## config.mk

```make
export PLATFORM = sky130hd
export DESIGN_NAME = cpsw_ctrl
export DESIGN_NICKNAME = d
export VERILOG_FILES = /design/src/core/cpsw_sync.v /design/src/core/cpsw_slot_dec.v /design/src/core/cpsw_ctrl.v
export VERILOG_INCLUDE_DIRS = /design/src /design/src/core
export SDC_FILE = /design/constraint.sdc
export NUM_CORES = 1
export LEC_CHECK = 0
export ABC_AREA = 0
export BUFFER_PORTS_ARGS = -buffer_cell sky130_fd_sc_hd__buf_2
export CORE_UTILIZATION = 25
export DETAILED_ROUTE_END_ITERATION = 10
export PLACE_DENSITY = 0.43
export SLEW_MARGIN = 25
export SYNTH_ARGS = -nofsm -noshare
export SYNTH_HDL_FRONTEND = slang
export SYNTH_HIERARCHICAL = 1
export SYNTH_SLANG_ARGS = --single-unit
```

## constraint.sdc

```tcl
create_clock -name clk_i -period 1.8 [get_ports clk_i]
set_input_delay 0.18 -clock clk_i [delete_from_list [all_inputs] [get_ports clk_i]]
set_output_delay 0.18 -clock clk_i [all_outputs]
set_load 0.05 [all_outputs]
```

## src/core/cpsw_regs.vh

```
`ifndef CPSW_REGS_VH
`define CPSW_REGS_VH

// Register byte addresses
`define CPSW_ADDR_STATUS 4'h0
`define CPSW_ADDR_MASK 4'h4
`define CPSW_ADDR_WORD 4'h8

// Serial control word
`define CPSW_WORD_BITS 11
`define CPSW_WORD_RESET 11'h000

// Control word field positions
`define CPSW_B_A_PROG_HI 0
`define CPSW_B_A_PROG_LO 1
`define CPSW_B_A_MAIN_LO 2
`define CPSW_B_A_MAIN_HI 3
`define CPSW_B_B_PROG_HI 4
`define CPSW_B_B_PROG_LO 5
`define CPSW_B_B_MAIN_HI 6
`define CPSW_B_B_MAIN_LO 7
`define CPSW_B_RUN 8
`define CPSW_B_A_PROG_LVL 9
`define CPSW_B_B_PROG_LVL 10

// Status and mask bit positions
`define CPSW_ST_LATCH 0
`define CPSW_ST_OC_LO 1
`define CPSW_ST_THERM 5
`define CPSW_ST_BITS 6
`define CPSW_ST_RESET 6'h00

// Word register read-back positions
`define CPSW_WR_VALID 16
`define CPSW_WR_SHUTDOWN_PIN_N 17
`define CPSW_WR_THERM 18

// Output encodings
`define CPSW_MAIN_0V 2'h0
`define CPSW_MAIN_3V3 2'h1
`define CPSW_MAIN_5V 2'h2
`define CPSW_PROG_0V 2'h0
`define CPSW_PROG_LOW 2'h1
`define CPSW_PROG_12V 2'h2

`endif

```

## src/core/cpsw_sync.v

```verilog
`timescale 1ns/1ns
// Two-flop synchroniser for a bundle of asynchronous levels
module cpsw_sync #(
	parameter W = 1,
	parameter [W-1:0] INIT = {W{1'b0}}
) (
	// Clocking
	input wire clk_i,
	input wire rst_n_i,
	input wire ce_i,
	// Levels
	input wire [W-1:0] async_i,
	output wire [W-1:0] sync_o
);

reg [W-1:0] meta_r; // First stage, read only by second stage
reg [W-1:0] sync_r; // Second stage

////////////////////////////////////////////////////////////////////////////////
// Two stages, reset to a safe constant
always @(posedge clk_i) begin
	if (!rst_n_i) begin
		meta_r <= INIT;
		sync_r <= INIT;
	end else if (ce_i) begin
		meta_r <= async_i;
		sync_r <= meta_r;
	end
end

assign sync_o = sync_r;

endmodule // cpsw_sync

```

## src/core/cpsw_slot_dec.v

```verilog
`timescale 1ns/1ns
`include "cpsw_regs.vh"
// Switch selection of one card slot
module cpsw_slot_dec #(
	parameter HAS_12V = 1
) (
	// Slot fields of the active word
	input wire [1:0] main_code_i,
	input wire [1:0] prog_code_i,
	input wire prog_level_i,
	// Overrides
	input wire ground_i,
	input wire hiz_i,
	// Switch closures: main {dis,5v,3v3}, prog {dis,12v,5v,3v3}
	output reg [2:0] main_sw_nxt_o,
	output reg [3:0] prog_sw_nxt_o
);

////////////////////////////////////////////////////////////////////////////////
// Ground beats high impedance, which beats the coded selection
always @* begin
	main_sw_nxt_o = 3'h0;
	prog_sw_nxt_o = 4'h0;
	if (ground_i) begin
		// Only the discharge switches closed
		main_sw_nxt_o = 3'h4;
		prog_sw_nxt_o = 4'h8;
	end else if (!hiz_i) begin
		// Main supply, both 00 and 11 give 0 V
		case (main_code_i)
			`CPSW_MAIN_3V3: main_sw_nxt_o = 3'h1;
			`CPSW_MAIN_5V: main_sw_nxt_o = 3'h2;
			default: main_sw_nxt_o = 3'h4;
		endcase
		// Programming supply, 11 leaves it floating
		case (prog_code_i)
			`CPSW_PROG_0V: prog_sw_nxt_o = 4'h8;
			`CPSW_PROG_LOW: prog_sw_nxt_o = prog_level_i ? 4'h2 : 4'h1;
			`CPSW_PROG_12V: prog_sw_nxt_o = (HAS_12V != 0) ? 4'h4 : 4'h0;
			default: prog_sw_nxt_o = 4'h0;
		endcase
	end
end

endmodule // cpsw_slot_dec

```

## src/core/cpsw_ctrl.v

```verilog
// Added by the designer: the placing of the registers and the plain strobed port.
`timescale 1ns/1ns
`include "cpsw_regs.vh"
// Overview of operation
// - Shift data on each serial clock rise
// - Latch rise loads last eleven bits
// - Pin or word bit forces all outputs floating unless grounded
// - Reset pin grounds all four outputs
// - Stay grounded until a word is latched
// - Latch edges ignored during reset
// - Flag low on overcurrent or overtemperature
// - Limit only the overloaded output
// - Overtemperature turns all off with hysteresis
// - Zero volt selection closes discharge switch
// - Programming supply from code and level
// - Main supply from two code bits
module cpsw_ctrl #(
	parameter HAS_12V = 1,
	parameter AW = 4
) (
	// Clocking
	input wire clk_i,
	input wire rst_n_i,
	input wire ce_i,
	// Serial link pins
	input wire ser_data_i,
	input wire ser_clock_i,
	input wire ser_latch_i,
	// Control pins
	input wire reset_pin_n_i,
	input wire shutdown_pin_n_i,
	// Analog sense: {b prog, b main, a prog, a main}
	input wire [3:0] oc_sense_i,
	input wire temp_hot_i,
	input wire temp_cool_i,
	// Register port
	input wire [AW-1:0] reg_addr_i,
	input wire [31:0] reg_wdata_i,
	input wire reg_wr_i,
	input wire reg_rd_i,
	output wire [31:0] reg_rdata_o,
	// Switch closures per slot
	output wire [2:0] slot_a_main_sw_o,
	output wire [3:0] slot_a_prog_sw_o,
	output wire [2:0] slot_b_main_sw_o,
	output wire [3:0] slot_b_prog_sw_o,
	// Protection outputs
	output wire [3:0] current_limit_o,
	output wire overcurrent_flag_n_o,
	output wire irq_o
);

////////////////////////////////////////////////////////////////////////////////
// Declarations

wire [4:0] pin_s; // Synchronised serial and control pins
wire [5:0] ana_s; // Synchronised analog sense levels
wire data_s; // Serial data, synchronised
wire sclk_s; // Serial clock, synchronised
wire latch_s; // Latch, synchronised
wire rstpin_n_s; // Device reset pin, synchronised
wire shutdown_pin_n_n_s; // Shutdown pin, synchronised
wire [3:0] oc_s; // Overcurrent sense, synchronised
wire hot_s; // Over-temperature trip
wire cool_s; // Below release threshold
reg sclk_d_r; // Serial clock one cycle back
reg latch_d_r; // Latch one cycle back
wire sclk_rise; // Serial clock rising edge
wire latch_rise; // Latch rising edge
wire latch_take; // Latch edge accepted
reg [10:0] shift_r; // Serial shift register
reg [10:0] word_r; // Active control word
reg valid_r; // A word has been latched since reset
reg therm_r; // Thermal shutdown in force
reg [3:0] oc_d_r; // Overcurrent sense one cycle back
reg therm_d_r; // Thermal state one cycle back
wire shutdown; // Shutdown from pin or word
wire ground; // Discharge state
wire hiz; // Floating state
wire [2:0] a_main_nxt; // Slot A main switches, next
wire [3:0] a_prog_nxt; // Slot A programming switches, next
wire [2:0] b_main_nxt; // Slot B main switches, next
wire [3:0] b_prog_nxt; // Slot B programming switches, next
reg [2:0] a_main_r; // Slot A main switches
reg [3:0] a_prog_r; // Slot A programming switches
reg [2:0] b_main_r; // Slot B main switches
reg [3:0] b_prog_r; // Slot B programming switches
wire [3:0] powered; // Outputs with a supply switch closed
reg [3:0] limit_r; // Current limit per output
reg oc_flag_n_r; // Overcurrent flag, active low
wire [5:0] events; // Event pulses into status
reg [5:0] status_r; // Sticky status
reg [5:0] mask_r; // Interrupt enables
reg irq_r; // Interrupt level
reg [31:0] rdata_r; // Read data
reg [31:0] rdata_nxt; // Read data, next

////////////////////////////////////////////////////////////////////////////////
// Pin synchronisers; reset and shutdown pins start high so reset pin does not glitch low
cpsw_sync #(
	.W(5),
	.INIT(5'h18)
) u_pin_sync (
	.clk_i(clk_i),
	.rst_n_i(rst_n_i),
	.ce_i(ce_i),
	.async_i({reset_pin_n_i, shutdown_pin_n_i, ser_latch_i, ser_clock_i, ser_data_i}),
	.sync_o(pin_s)
);

// Analog sense synchronisers
cpsw_sync #(
	.W(6),
	.INIT(6'h00)
) u_ana_sync (
	.clk_i(clk_i),
	.rst_n_i(rst_n_i),
	.ce_i(ce_i),
	.async_i({temp_cool_i, temp_hot_i, oc_sense_i}),
	.sync_o(ana_s)
);

assign data_s = pin_s[0];
assign sclk_s = pin_s[1];
assign latch_s = pin_s[2];
assign shutdown_pin_n_n_s = pin_s[3];
assign rstpin_n_s = pin_s[4];
assign oc_s = ana_s[3:0];
assign hot_s = ana_s[4];
assign cool_s = ana_s[5];

////////////////////////////////////////////////////////////////////////////////
// Edge detection on the sampled link clock and latch
always @(posedge clk_i) begin
	if (!rst_n_i) begin
		sclk_d_r <= 1'b0;
		latch_d_r <= 1'b0;
	end else if (ce_i) begin
		sclk_d_r <= sclk_s;
		latch_d_r <= latch_s;
	end
end

assign sclk_rise = sclk_s & ~sclk_d_r;
assign latch_rise = latch_s & ~latch_d_r;
// Latch edges while the reset pin is low are dropped
assign latch_take = latch_rise & rstpin_n_s;

////////////////////////////////////////////////////////////////////////////////
// Shift register, first bit shifted ends up as bit 0
always @(posedge clk_i) begin
	if (!rst_n_i) begin
		shift_r <= `CPSW_WORD_RESET;
	end else if (ce_i && sclk_rise) begin
		// Data travels through the same two stages as the clock
		shift_r <= {data_s, shift_r[10:1]};
	end
end

////////////////////////////////////////////////////////////////////////////////
// Active word and the grounded-until-latched state
always @(posedge clk_i) begin
	if (!rst_n_i) begin
		word_r <= `CPSW_WORD_RESET;
		valid_r <= 1'b0;
	end else if (ce_i) begin
		if (!rstpin_n_s) begin
			// Reset pin drops back to the grounded state
			valid_r <= 1'b0;
		end else if (latch_take) begin
			// Only a latch edge changes the word
			word_r <= shift_r;
			valid_r <= 1'b1;
		end
	end
end

////////////////////////////////////////////////////////////////////////////////
// Thermal shutdown with hysteresis
always @(posedge clk_i) begin
	if (!rst_n_i) begin
		therm_r <= 1'b0;
	end else if (ce_i) begin
		if (hot_s) begin
			therm_r <= 1'b1;
		end else if (cool_s) begin
			// Release only once below the lower threshold
			therm_r <= 1'b0;
		end
	end
end

////////////////////////////////////////////////////////////////////////////////
// Output state selection
// Word bit low means shutdown, as does the shutdown pin
assign shutdown = ~shutdown_pin_n_n_s | ~word_r[`CPSW_B_RUN];
assign ground = ~rstpin_n_s | ~valid_r;
assign hiz = shutdown | therm_r;

// Slot A
cpsw_slot_dec #(
	.HAS_12V(HAS_12V)
) u_dec_a (
	.main_code_i({word_r[`CPSW_B_A_MAIN_HI], word_r[`CPSW_B_A_MAIN_LO]}),
	.prog_code_i({word_r[`CPSW_B_A_PROG_HI], word_r[`CPSW_B_A_PROG_LO]}),
	.prog_level_i(word_r[`CPSW_B_A_PROG_LVL]),
	.ground_i(ground),
	.hiz_i(hiz),
	.main_sw_nxt_o(a_main_nxt),
	.prog_sw_nxt_o(a_prog_nxt)
);

// Slot B
cpsw_slot_dec #(
	.HAS_12V(HAS_12V)
) u_dec_b (
	.main_code_i({word_r[`CPSW_B_B_MAIN_HI], word_r[`CPSW_B_B_MAIN_LO]}),
	.prog_code_i({word_r[`CPSW_B_B_PROG_HI], word_r[`CPSW_B_B_PROG_LO]}),
	.prog_level_i(word_r[`CPSW_B_B_PROG_LVL]),
	.ground_i(ground),
	.hiz_i(hiz),
	.main_sw_nxt_o(b_main_nxt),
	.prog_sw_nxt_o(b_prog_nxt)
);

////////////////////////////////////////////////////////////////////////////////
// Switch registers, grounded from reset
always @(posedge clk_i) begin
	if (!rst_n_i) begin
		a_main_r <= 3'h4;
		a_prog_r <= 4'h8;
		b_main_r <= 3'h4;
		b_prog_r <= 4'h8;
	end else if (ce_i) begin
		a_main_r <= a_main_nxt;
		a_prog_r <= a_prog_nxt;
		b_main_r <= b_main_nxt;
		b_prog_r <= b_prog_nxt;
	end
end

////////////////////////////////////////////////////////////////////////////////
// Per-output current limit and shared overcurrent flag
assign powered = {|b_prog_r[2:0], |b_main_r[1:0], |a_prog_r[2:0], |a_main_r[1:0]};

always @(posedge clk_i) begin
	if (!rst_n_i) begin
		limit_r <= 4'h0;
		oc_flag_n_r <= 1'b1;
	end else if (ce_i) begin
		// Each output limited on its own sense only
		limit_r <= oc_s & powered;
		// Raw trip joins the thermal state so a hand-over from overcurrent cannot blip high
		oc_flag_n_r <= ~(|oc_s | hot_s | therm_r);
	end
end

////////////////////////////////////////////////////////////////////////////////
// Events: latch taken, overcurrent onset per output, thermal trip
always @(posedge clk_i) begin
	if (!rst_n_i) begin
		oc_d_r <= 4'h0;
		therm_d_r <= 1'b0;
	end else if (ce_i) begin
		oc_d_r <= oc_s;
		therm_d_r <= therm_r;
	end
end

assign events = {therm_r & ~therm_d_r, oc_s & ~oc_d_r, latch_take};

////////////////////////////////////////////////////////////////////////////////
// Status, mask and interrupt
always @(posedge clk_i) begin
	if (!rst_n_i) begin
		status_r <= `CPSW_ST_RESET;
		mask_r <= `CPSW_ST_RESET;
		irq_r <= 1'b0;
	end else if (ce_i) begin
		// Read clears, a new event in the same cycle survives
		if (reg_rd_i && reg_addr_i == `CPSW_ADDR_STATUS) begin
			status_r <= events;
		end else begin
			status_r <= status_r | events;
		end
		if (reg_wr_i && reg_addr_i == `CPSW_ADDR_MASK) begin
			mask_r <= reg_wdata_i[5:0];
		end
		irq_r <= |(status_r & mask_r);
	end
end

////////////////////////////////////////////////////////////////////////////////
// Read decode; unmapped addresses read zero
always @* begin
	rdata_nxt = 32'h0000_0000;
	case (reg_addr_i)
		`CPSW_ADDR_STATUS: begin
			rdata_nxt[5:0] = status_r;
		end
		`CPSW_ADDR_MASK: begin
			rdata_nxt[5:0] = mask_r;
		end
		`CPSW_ADDR_WORD: begin
			rdata_nxt[10:0] = word_r;
			rdata_nxt[`CPSW_WR_VALID] = valid_r;
			rdata_nxt[`CPSW_WR_SHUTDOWN_PIN_N] = shutdown;
			rdata_nxt[`CPSW_WR_THERM] = therm_r;
		end
		default: begin
			rdata_nxt = 32'h0000_0000;
		end
	endcase
end

// Read data valid only in the cycle after the strobe
always @(posedge clk_i) begin
	if (!rst_n_i) begin
		rdata_r <= 32'h0000_0000;
	end else if (ce_i) begin
		rdata_r <= reg_rd_i ? rdata_nxt : 32'h0000_0000;
	end
end

////////////////////////////////////////////////////////////////////////////////
// Outputs
assign reg_rdata_o = rdata_r;
assign slot_a_main_sw_o = a_main_r;
assign slot_a_prog_sw_o = a_prog_r;
assign slot_b_main_sw_o = b_main_r;
assign slot_b_prog_sw_o = b_prog_r;
assign current_limit_o = limit_r;
assign overcurrent_flag_n_o = oc_flag_n_r;
assign irq_o = irq_r;

endmodule // cpsw_ctrl

```

==> out/summary.txt, run 1 <==
=====================================================================================
Maximum VDD drop                                                          0.0004792 V
Chip Width                                                                   134.0 um
Final WL                                                                     10.14 mm
Worst Setup End Kind                                                         register
Static Leakage                                                               2.103 nW
Critical Path Start Type                                                     register
Core area                                                                  16820 um^2
Total negative slack                                                             0 ps
Hold-fix buffer count after cts                                                     0
Final count of pins violating max slew                                              0
Worst hold stages                                                                   3
Mean Syn Cell Area                                                         9.984 um^2
Number of antenna-violating nets in the routed design                               0
Area post-placement                                                         4827 um^2
Reg2Reg Capture Point                                                    slot_a_prog_sw_o[2]$_SDFFE_PN0P_
Warnings from Yosys                                                                 6
Worst-case setup margin in the final layout                                  259.1 ps
Overall power consumption                                                    4.777 mW
Capture endpoint of the worst hold path                                  u_pin_sync/meta_r[3]$_SDFFE_PN1P_
Via-per-instance ratio                                                          4.332
Setup-failing EPs final                                                             0
Number of antenna violations at the first check in global routing                   0
Global-route wire length before repair                                       16.42 mm
Clk Latency, worst-skew pair                                                   350 ps
Max capacitance violation total                                                     0
Cell count after synthesis                                                        436
N_diodes                                                                            0
Hold WS                                                                      46.52 ps
Final std cell area, no fill                                                5160 um^2
Detailed placement HPWL                                                      7.192 mm
Max_slew headroom                                                              62.80%
Drt pass-1 iters                                                                    4
Net count, final                                                                  550
Status                                                                   finished clean
Critical register-to-register path startpoint                            word_r[8]$_SDFFE_PN0P_
DRC Markers                                                                         0
Layout-stage area growth over the synthesis result                             18.54%
Root Driver                                                              sky130_fd_sc_hd__clkbuf_16
GP Congestion                                                                  0.7694
Area enclosed by the die boundary                                          17940 um^2
Class of the worst hold path                                             input port to register
Setup clock skew after layout                                                7.331 ps
IO Count                                                                          104
Clock-pin slew on the worst setup and hold paths                                70 ps
Starting density of the core                                                   25.88%
Total power divided by cell area                                         925.7 nW/um^2
Most frequent standard cell in the layout excluding fill and tap cells   sky130_fd_sc_hd__dfxtp_1
Fraction of final layout cells sized beyond drive strength 1                   20.24%
Number of buffers between clock root and the deepest sink                           2
Crit-path max FO                                                                   12
Setup repair bufs after CTS                                                         0
Number of different library cells in the post-synthesis netlist                    46
Num rows                                                                           47
Count of port buffers added during placement                                       59
Pin count of the biggest net entering global routing                               56
Setup repair after global routing missed its margin                             false
Beginning of the worst hold path                                         shutdown_pin_n_i
Yosys reg bits                                                                     99
Routed len/inst                                                              14.10 um
Required time of the worst setup path                                         2090 ps
Signal arrival time at the worst endpoint                                     1830 ps
Post-route clock period utilization                                            85.61%
Slew @ Worst Pin                                                             553.8 ps
Period minus WS final                                                         1541 ps
Via count of the first global-routing pass                                       2936
Area share of the largest cell type after synthesis                            45.53%
Clock H-tree levels                                                                 3
Number of buffers inserted during clock tree synthesis                              9
Dpl ws                                                                       257.0 ps
Detailed-route via count                                                         3115
Iteration-0 DRC Markers                                                           156
Dominant cells by area after synthesis                                   sky130_fd_sc_hd__dfxtp_1 46%, sky130_fd_sc_hd__mux2i_1 13%, sky130_fd_sc_hd__nor2b_1 7.8%
Total routing usage reported by global routing                                 12.04%
Final hold viol count                                                               0
Congestion Overflow GR                                                              0
Number of sinks driven by the clock tree                                           99
Fmax                                                                        649.0 MHz
PostCTS Resize Cnt                                                                  0
Cells on worst reg2reg path                                                         5
Die Ht                                                                       134.0 um
Minimum setup slack among reg-to-reg paths                                     260 ps
CTS tree                                                                         done
Commonest cells after routing, fill and taps aside                       99 x sky130_fd_sc_hd__dfxtp_1, 59 x sky130_fd_sc_hd__buf_2, 55 x sky130_fd_sc_hd__mux2i_1
Post-synth top area cell                                                 sky130_fd_sc_hd__dfxtp_1
Post-synthesis sequential area ratio                                           45.53%
Post-synthesis instance area                                                4353 um^2
Critical path type                                                       register to register
=====================================================================================
-- layout make-up --
type / instances / area (um^2)
fillers: 1781 / 11660
multi-input cells: 304 / 2143
flip-flops and latches: 99 / 1982
repair buffers: 73 / 400.4
well taps: 220 / 275.3
clock buffers: 9 / 225.2
clock inverters: 7 / 107.6
inverters: 7 / 26.28
-- state kept, by name, indices dropped and copies added (netlist names), 5 cells and up --
name	flops
u_pin_sync/meta_r	5
shift_r	11
word_r	11
u_pin_sync/sync_o	5
mask_r	6
u_ana_sync/meta_r	6
reg_rdata_o	14
status_r	6
u_ana_sync/sync_o	6
-- worst max-delay path, stage by stage (launching register included) --
cell,delay [ps]
sky130_fd_sc_hd__dfxtp_1,350
sky130_fd_sc_hd__nand2_1,100
sky130_fd_sc_hd__or2_2,400
sky130_fd_sc_hd__nor4b_1,380
sky130_fd_sc_hd__mux2i_1,130
sky130_fd_sc_hd__nor2b_1,120
-- how the worst max path moves through the flow --
| stage | from | slack, ps | to |
|---|---|---|---|
| after CTS | word_r[8]$_SDFFE_PN0P_ | 240 | slot_a_prog_sw_o[2]$_SDFFE_PN0P_ |
| after global routing | word_r[8]$_SDFFE_PN0P_ | 90 | slot_a_prog_sw_o[2]$_SDFFE_PN0P_ |
| after detailed placement | word_r[8]$_SDFFE_PN0P_ | 260 | slot_a_prog_sw_o[2]$_SDFFE_PN0P_ |
| after global placement | word_r[8]$_SDFFE_PN0P_ | 320 | slot_a_prog_sw_o[2]$_SDFFE_PN0P_ |
| final | word_r[8]$_SDFFE_PN0P_ | 260 | slot_a_prog_sw_o[2]$_SDFFE_PN0P_ |
| after floorplan | word_r[8]$_SDFFE_PN0P_ | 500 | slot_a_prog_sw_o[0]$_SDFFE_PN0P_ |
-- synthesized netlist by cell type, drive strengths merged --
cell type / n
ha: 4
nor4: 1
and4bb: 2
a21o: 2
inv: 7
conb: 1
nand3b: 7
o21ai: 20
dfxtp: 99
a22o: 1
nor4bb: 1
a21boi: 31
nor4b: 3
mux2: 5
o211ai: 2
or2: 4
nand4b: 1
nand2: 46
a32oi: 5
nor2b: 54
mux2i: 55
buf: 35
nor2: 4
and4b: 3
and3b: 1
clkbuf: 8
a221oi: 2
or3b: 1
nand4bb: 1
nand3: 10
a22oi: 6
nor3b: 5
o311ai: 2
nor3: 3
o2bb2ai: 1
a21oi: 2
a32o: 1
-- kinds of logic (layout without fill, tap and decap cells) --
| family | after synthesis | in the layout | synth area share (%) |
|---|---|---|---|
| AO/OA/AOI/OAI | 75 | 75 | 12.24 |
| adder cells (fa/ha/maj) | 4 | 4 | 1.150 |
| buffers and inverters | 50 | 96 | 6.841 |
| flip-flops | 99 | 99 | 45.53 |
| multiplexers | 60 | 60 | 13.94 |
| other | 1 | 18 | 0.08615 |
| AND/OR/NAND/NOR | 147 | 147 | 20.21 |
-- per-layer routing --
layer  vias up  global-route usage (%)  wire (um)
met3        10                   3.477        452
met5         -                       0          0
li1       1597                       -          -
met2        72                   17.85       4334
met1      1436                   16.39       5193
met4         0                   4.545        155
-- stage by stage --
step                      std cells  utilization (%)
after floorplan                 453                -
after global placement          703            28.70
after detailed placement        703            28.70
final                           719            30.68
after CTS                       719            30.68
after global routing            719            30.68
-- power by group --
group / leakage (nW) / switching, mW / total [mW] / internal (mW)
combinational: 1.14 / 0.240 / 0.367 / 0.127
clock: 0.160 / 0.917 / 2.16 / 1.25
sequential: 0.801 / 0.0237 / 2.25 / 2.22
total: 2.10 / 1.18 / 4.78 / 3.60
No activity file was read; power rests on OpenSTA's default activity.
==> inputs of run 2 (changes only) <==
- PLACE_DENSITY: 0.43 -> default
- PLACE_DENSITY_LB_ADDON: default -> 0.05
==> out/summary.txt, run 2 (synthesized netlist as in run 1, its figures left out) <==
=====================================================================================
Status                                                                   finished clean
Area enclosed by the die boundary                                          17940 um^2
Number of buffers between clock root and the deepest sink                           2
Detailed-route via count                                                         3124
Num rows                                                                           47
DRC Markers                                                                         0
Congestion Overflow GR                                                              0
Drt pass-1 iters                                                                    4
Number of antenna violations at the first check in global routing                   0
Maximum VDD drop                                                          0.0004479 V
Worst setup path startpoint                                              word_r[8]$_SDFFE_PN0P_
Beginning of the worst hold path                                         reset_pin_n_i
Area post-placement                                                         4807 um^2
Clock-pin slew on the worst setup and hold paths                                70 ps
Total negative slack                                                             0 ps
Critical path depth                                                                 5
Crit-path max FO                                                                   12
Number of sinks driven by the clock tree                                           99
GP Congestion                                                                  0.7286
Critical Path Start Type                                                     register
Max_slew headroom                                                              63.77%
Critical register-to-register path startpoint                            word_r[8]$_SDFFE_PN0P_
Number of buffers inserted during clock tree synthesis                              9
Total power divided by cell area                                         921.4 nW/um^2
Detailed placement HPWL                                                      7.700 mm
Final WL                                                                     10.94 mm
Clk Latency, worst-skew pair                                                   350 ps
Maximum single-stage delay on the critical path                                400 ps
Die Ht                                                                       134.0 um
Post-route clock period utilization                                            81.65%
Signal arrival time at the worst endpoint                                     1760 ps
Final std cell area, no fill                                                5127 um^2
Period minus WS final                                                         1470 ps
Pin count of the biggest net entering global routing                               41
Final count of pins violating max slew                                              0
Setup repair bufs after CTS                                                         0
Global-route wire length before repair                                       17.12 mm
Via count of the first global-routing pass                                       2931
Filler-free cell count of the finished design                                     716
Class of the worst hold path                                             input port to register
Total routing usage reported by global routing                                 12.82%
Largest register FFs                                                               14
CTS tree                                                                         done
Setup-failing EPs final                                                             0
Cells traversed along the worst timing path                              nand2_1 -> or2_2 -> nor4b_1 -> mux2i_1 -> nor2b_1
Clock H-tree levels                                                                 3
Core area                                                                  16820 um^2
Layout-stage area growth over the synthesis result                             17.79%
Commonest cells after routing, fill and taps aside                       99 x sky130_fd_sc_hd__dfxtp_1, 58 x sky130_fd_sc_hd__buf_2, 55 x sky130_fd_sc_hd__mux2i_1
Setup clock skew after layout                                                10.39 ps
Slew @ Worst Pin                                                             542.4 ps
Routed len/inst                                                              15.28 um
Net count, final                                                                  547
Starting density of the core                                                   25.88%
Critical path type                                                       register to register
Worst path buffer plus inverter count                                               0
Count of port buffers added during placement                                       59
Number of antenna-violating nets in the routed design                               0
Most frequent standard cell in the layout excluding fill and tap cells   sky130_fd_sc_hd__dfxtp_1
N_diodes                                                                            0
Max capacitance violation total                                                     0
PostCTS Resize Cnt                                                                  0
Instance count after placement with tap cells included                            700
Chip Width                                                                   134.0 um
Static Leakage                                                               2.086 nW
Required time of the worst setup path                                         2090 ps
Root Driver                                                              sky130_fd_sc_hd__clkbuf_16
Cells on worst reg2reg path                                                         5
Via-per-instance ratio                                                          4.363
Slowest cell on crit path                                                sky130_fd_sc_hd__or2_2
Fmax                                                                        680.4 MHz
Family with the most delay on the worst path                             simple AND/OR/NAND/NOR gates
Worst Setup End Kind                                                         register
IO Count                                                                          104
Worst hold stages                                                                   3
Hold-fix buffer count after cts                                                     0
Setup repair after global routing missed its margin                             false
Iteration-0 DRC Markers                                                           117
Hold WS                                                                      36.06 ps
Final hold viol count                                                               0
Fraction of final layout cells sized beyond drive strength 1                   19.35%
=====================================================================================
-- run 2: final cells by class --
| cell class | instances | area (um^2) |
|---|---|---|
| Clock buffer | 12 | 246.5 |
| Sequential cell | 99 | 1982 |
| Tap cell | 220 | 275.3 |
| Clock inverter | 4 | 73.82 |
| Timing Repair Buffer | 70 | 380.4 |
| Inverter | 7 | 26.28 |
| Fill cell | 1797 | 11690 |
| Multi-Input combinational cell | 304 | 2143 |
-- run 2: power by group --
part | internal (mW) | switching (mW) | total [mW]
clock network | 1.26 | 0.852 | 2.11
registers | 2.22 | 0.0242 | 2.25
logic | 0.123 | 0.243 | 0.366
-- run 2: path summary, 6_finish.rpt --
check	end	slack, ps
setup / recovery	slot_b_prog_sw_o[2]$_SDFFE_PN0P_	330
hold / removal	u_pin_sync/meta_r[4]$_SDFFE_PN1P_	40
setup reg to reg	slot_b_prog_sw_o[2]$_SDFFE_PN0P_	330
hold reg to reg	reg_rdata_o[3]$_SDFFE_PN0P_	450
-- run 2: through the flow --
| stage | util (%) | power [mW] | setup slack, ps |
|---|---|---|---|
| 3_3_place_gp | 28.58 | 2.666 | 294.3 |
| 3_5_place_dp | 28.58 | 2.671 | 290.1 |
| 2_1_floorplan | - | 2.604 | 497.1 |
| 5_1_grt | 30.49 | 4.940 | 131.2 |
| 6_report | 30.49 | 4.724 | 330.4 |
| 4_1_cts | 30.49 | 4.812 | 277.2 |
-- run 2: metal layers --
metal	GRT usage [%]	share of wire, %
met1	17.64	50
met2	19.03	44
met3	2.872	3.9
met4	5.682	1.8
met5	0	0
-- run 2: worst min-delay path, delay by kind of cell --
family,cells,cell delay [ps]
buf+inv,1,80
mux,1,50
simple gates,1,50
==> inputs of run 3 (changes only) <==
- clock period: 1.8 -> 1.2 ns (I/O delays scaled with it)
==> out/summary.txt, run 3 (synthesized netlist as in run 1, its figures left out) <==
=====================================================================================
Final hold viol count                                                               0
Family with the most delay on the worst path                             simple AND/OR/NAND/NOR gates
N_diodes                                                                            0
IO Count                                                                          104
Worst-case setup margin in the final layout                                 -44.37 ps
Largest register FFs                                                               14
Commonest cells after routing, fill and taps aside                       90 x sky130_fd_sc_hd__dfxtp_1, 55 x sky130_fd_sc_hd__mux2i_1, 54 x sky130_fd_sc_hd__nor2b_1, 54 x sky130_fd_sc_hd__buf_2, 45 x sky130_fd_sc_hd__nand2_1
Max_slew headroom                                                              59.24%
Chip Width                                                                   134.0 um
Pin count of the biggest net entering global routing                               39
Maximum VDD drop                                                          0.0006817 V
Critical path type                                                       register to register
Design internal power                                                        5.305 mW
Starting density of the core                                                   25.88%
Critical Path Start Type                                                     register
Number of antenna violations at the first check in global routing                   0
Drt pass-1 iters                                                                    4
Slowest cell on crit path                                                sky130_fd_sc_hd__dfxtp_2
Layout Utilization                                                             32.84%
Layout-stage area growth over the synthesis result                             26.88%
Post-route clock period utilization                                            103.7%
Sw Ratio                                                                       24.19%
Congestion Overflow GR                                                              0
Number of buffers between clock root and the deepest sink                           2
Class of the worst hold path                                             input port to register
Clock H-tree levels                                                                 3
Iteration-0 DRC Markers                                                           100
FILL cells                                                                       1802
Worst Setup End Kind                                                         register
Worst path buffer plus inverter count                                               1
Routed len/inst                                                              15.30 um
Setup clock skew after layout                                                9.380 ps
Net count, final                                                                  575
Clock-pin slew on the worst setup and hold paths                                70 ps
Via-per-instance ratio                                                          4.320
Final WL                                                                     11.38 mm
DRC Markers                                                                         0
Status                                                                   finished with violations
CTS tree                                                                         done
Final count of pins violating max slew                                              0
Setup-failing EPs final                                                             8
Fraction of final layout cells sized beyond drive strength 1                   28.24%
Crit-path max FO                                                                    5
GP Congestion                                                                  0.7242
Count of port buffers added during placement                                       59
Maximum single-stage delay on the critical path                                340 ps
Slew @ Worst Pin                                                             606.7 ps
Fmax                                                                        803.6 MHz
Violated checks                                                          setup timing
Total routing usage reported by global routing                                 13.40%
Number of antenna-violating nets in the routed design                               0
Die Ht                                                                       134.0 um
Required time of the worst setup path                                         1490 ps
Total power divided by cell area                                         1267 nW/um^2
Number of sinks driven by the clock tree                                           99
Via count of the first global-routing pass                                       3157
Root Driver                                                              sky130_fd_sc_hd__clkbuf_16
Net Sw Power                                                                 1.693 mW
Num rows                                                                           47
Combinational Power Share                                                        8.8%
Detailed placement HPWL                                                      8.264 mm
Number of buffers inserted during clock tree synthesis                              9
Static Leakage                                                               2.252 nW
Period minus WS final                                                         1244 ps
Area post-placement                                                         5074 um^2
Relative contribution of sequential cells to total power                        48.1%
Cells traversed along the worst timing path                              nand2_2 -> or2_4 -> buf_4 -> nor3b_2 -> mux2i_1 -> nor2b_1
Setup repair bufs after CTS                                                         0
Core area                                                                  16820 um^2
Max capacitance violation total                                                     0
Global-route wire length before repair                                       17.95 mm
Clk Latency, worst-skew pair                                                   350 ps
Detailed-route via count                                                         3214
Signal arrival time at the worst endpoint                                     1530 ps
Setup repair after global routing missed its margin                              true
Most frequent standard cell in the layout excluding fill and tap cells   sky130_fd_sc_hd__dfxtp_1
Hold WS                                                                      20.63 ps
Area enclosed by the die boundary                                          17940 um^2
Final std cell area, no fill                                                5523 um^2
Overall power consumption                                                    6.998 mW
Clock Power Share                                                               43.1%
=====================================================================================
[run 3: cell types whose count changed in the layout (fill, tap and decap cells not counted), moves of 3 or more]
cell / previous run / this run
sky130_fd_sc_hd__buf_12: 0 / 6
sky130_fd_sc_hd__buf_2: 58 / 54
sky130_fd_sc_hd__buf_4: 12 / 32
sky130_fd_sc_hd__dfxtp_1: 99 / 90
sky130_fd_sc_hd__dfxtp_2: 0 / 8
sky130_fd_sc_hd__inv_1: 6 / 3
sky130_fd_sc_hd__inv_2: 1 / 4
sky130_fd_sc_hd__nor3b_1: 4 / 0
sky130_fd_sc_hd__nor3b_2: 1 / 5
[run 3: worst register-to-register path, delay by kind of cell (launching register included)]
family,cells,cell delay (ps)
buf+inv,1,150
mux,1,90
simple gates,4,610
flops,1,340
[run 3: path summary, 6_finish.rpt]
path                                from                           endpoint  slack (ps)  depth (start not counted)
min                        oc_sense_i[1]  u_ana_sync/meta_r[1]$_SDFFE_PN0P_          20                          3
max               word_r[8]$_SDFFE_PN0P_   slot_b_main_sw_o[1]$_SDFFE_PN0P_         -40                          6
max reg2reg       word_r[8]$_SDFFE_PN0P_   slot_b_main_sw_o[1]$_SDFFE_PN0P_         -40                          6
min reg2reg  reg_rdata_o[5]$_SDFFE_PN0P_        reg_rdata_o[5]$_SDFFE_PN0P_         450                          2
[run 3: layer usage]
| layer | up-vias | track usage [%] | wire, um | part of all wire, % |
|---|---|---|---|---|
| li1 | 1651 | - | - | - |
| met2 | 57 | 21.07 | 5197 | 46 |
| met4 | 0 | 3.788 | 117 | 1.0 |
| met5 | - | 0 | 0 | 0 |
| met3 | 8 | 4.006 | 422 | 3.7 |
| met1 | 1498 | 17.64 | 5645 | 50 |
[run 3: power groups by stage]
stage / sequential, mW / clock [mW] / combinational [mW]
final: 3.37 / 3.02 / 0.613
after global routing: 3.37 / 3.25 / 0.661
after CTS: 3.37 / 3.13 / 0.619
after detailed placement: 3.45 / 0 / 0.611
after global placement: 3.45 / 0 / 0.609
after floorplan: 3.46 / 0 / 0.450
[run 3: layout make-up]
type / instances / area [um^2] / share of cell area, %
inverters: 7 / 26.28 / 0.4758
repair buffers: 97 / 676.9 / 12.26
well taps: 220 / 275.3 / 4.984
clock inverters: 3 / 46.29 / 0.8382
flip-flops and latches: 99 / 1996 / 36.13
clock buffers: 13 / 260.3 / 4.712
multi-input cells: 305 / 2242 / 40.60
[run 3: what timing repair did]
| item | in CTS | in global routing |
|---|---|---|
| gates resized for setup | 16 | 17 |
| pin swaps | 3 | 6 |
| endpoints found under the hold margin | 2 | 0 |
| endpoints found under the setup margin | 14 | 22 |
| hold buffers | 2 | 0 |
| gates cloned | 1 | 0 |
[run 3: per-stage QoR]
stage / setup WS (ps) / std cells / TNS (ps)
6_report: -44.37 / 744 / -180.5
5_1_grt: -130.3 / 744 / -1096
4_1_cts: -50.65 / 744 / -302.9
3_5_place_dp: -158.2 / 725 / -1088
3_3_place_gp: -161.4 / 725 / -864.2
2_1_floorplan: 1.723 / 453 / 0
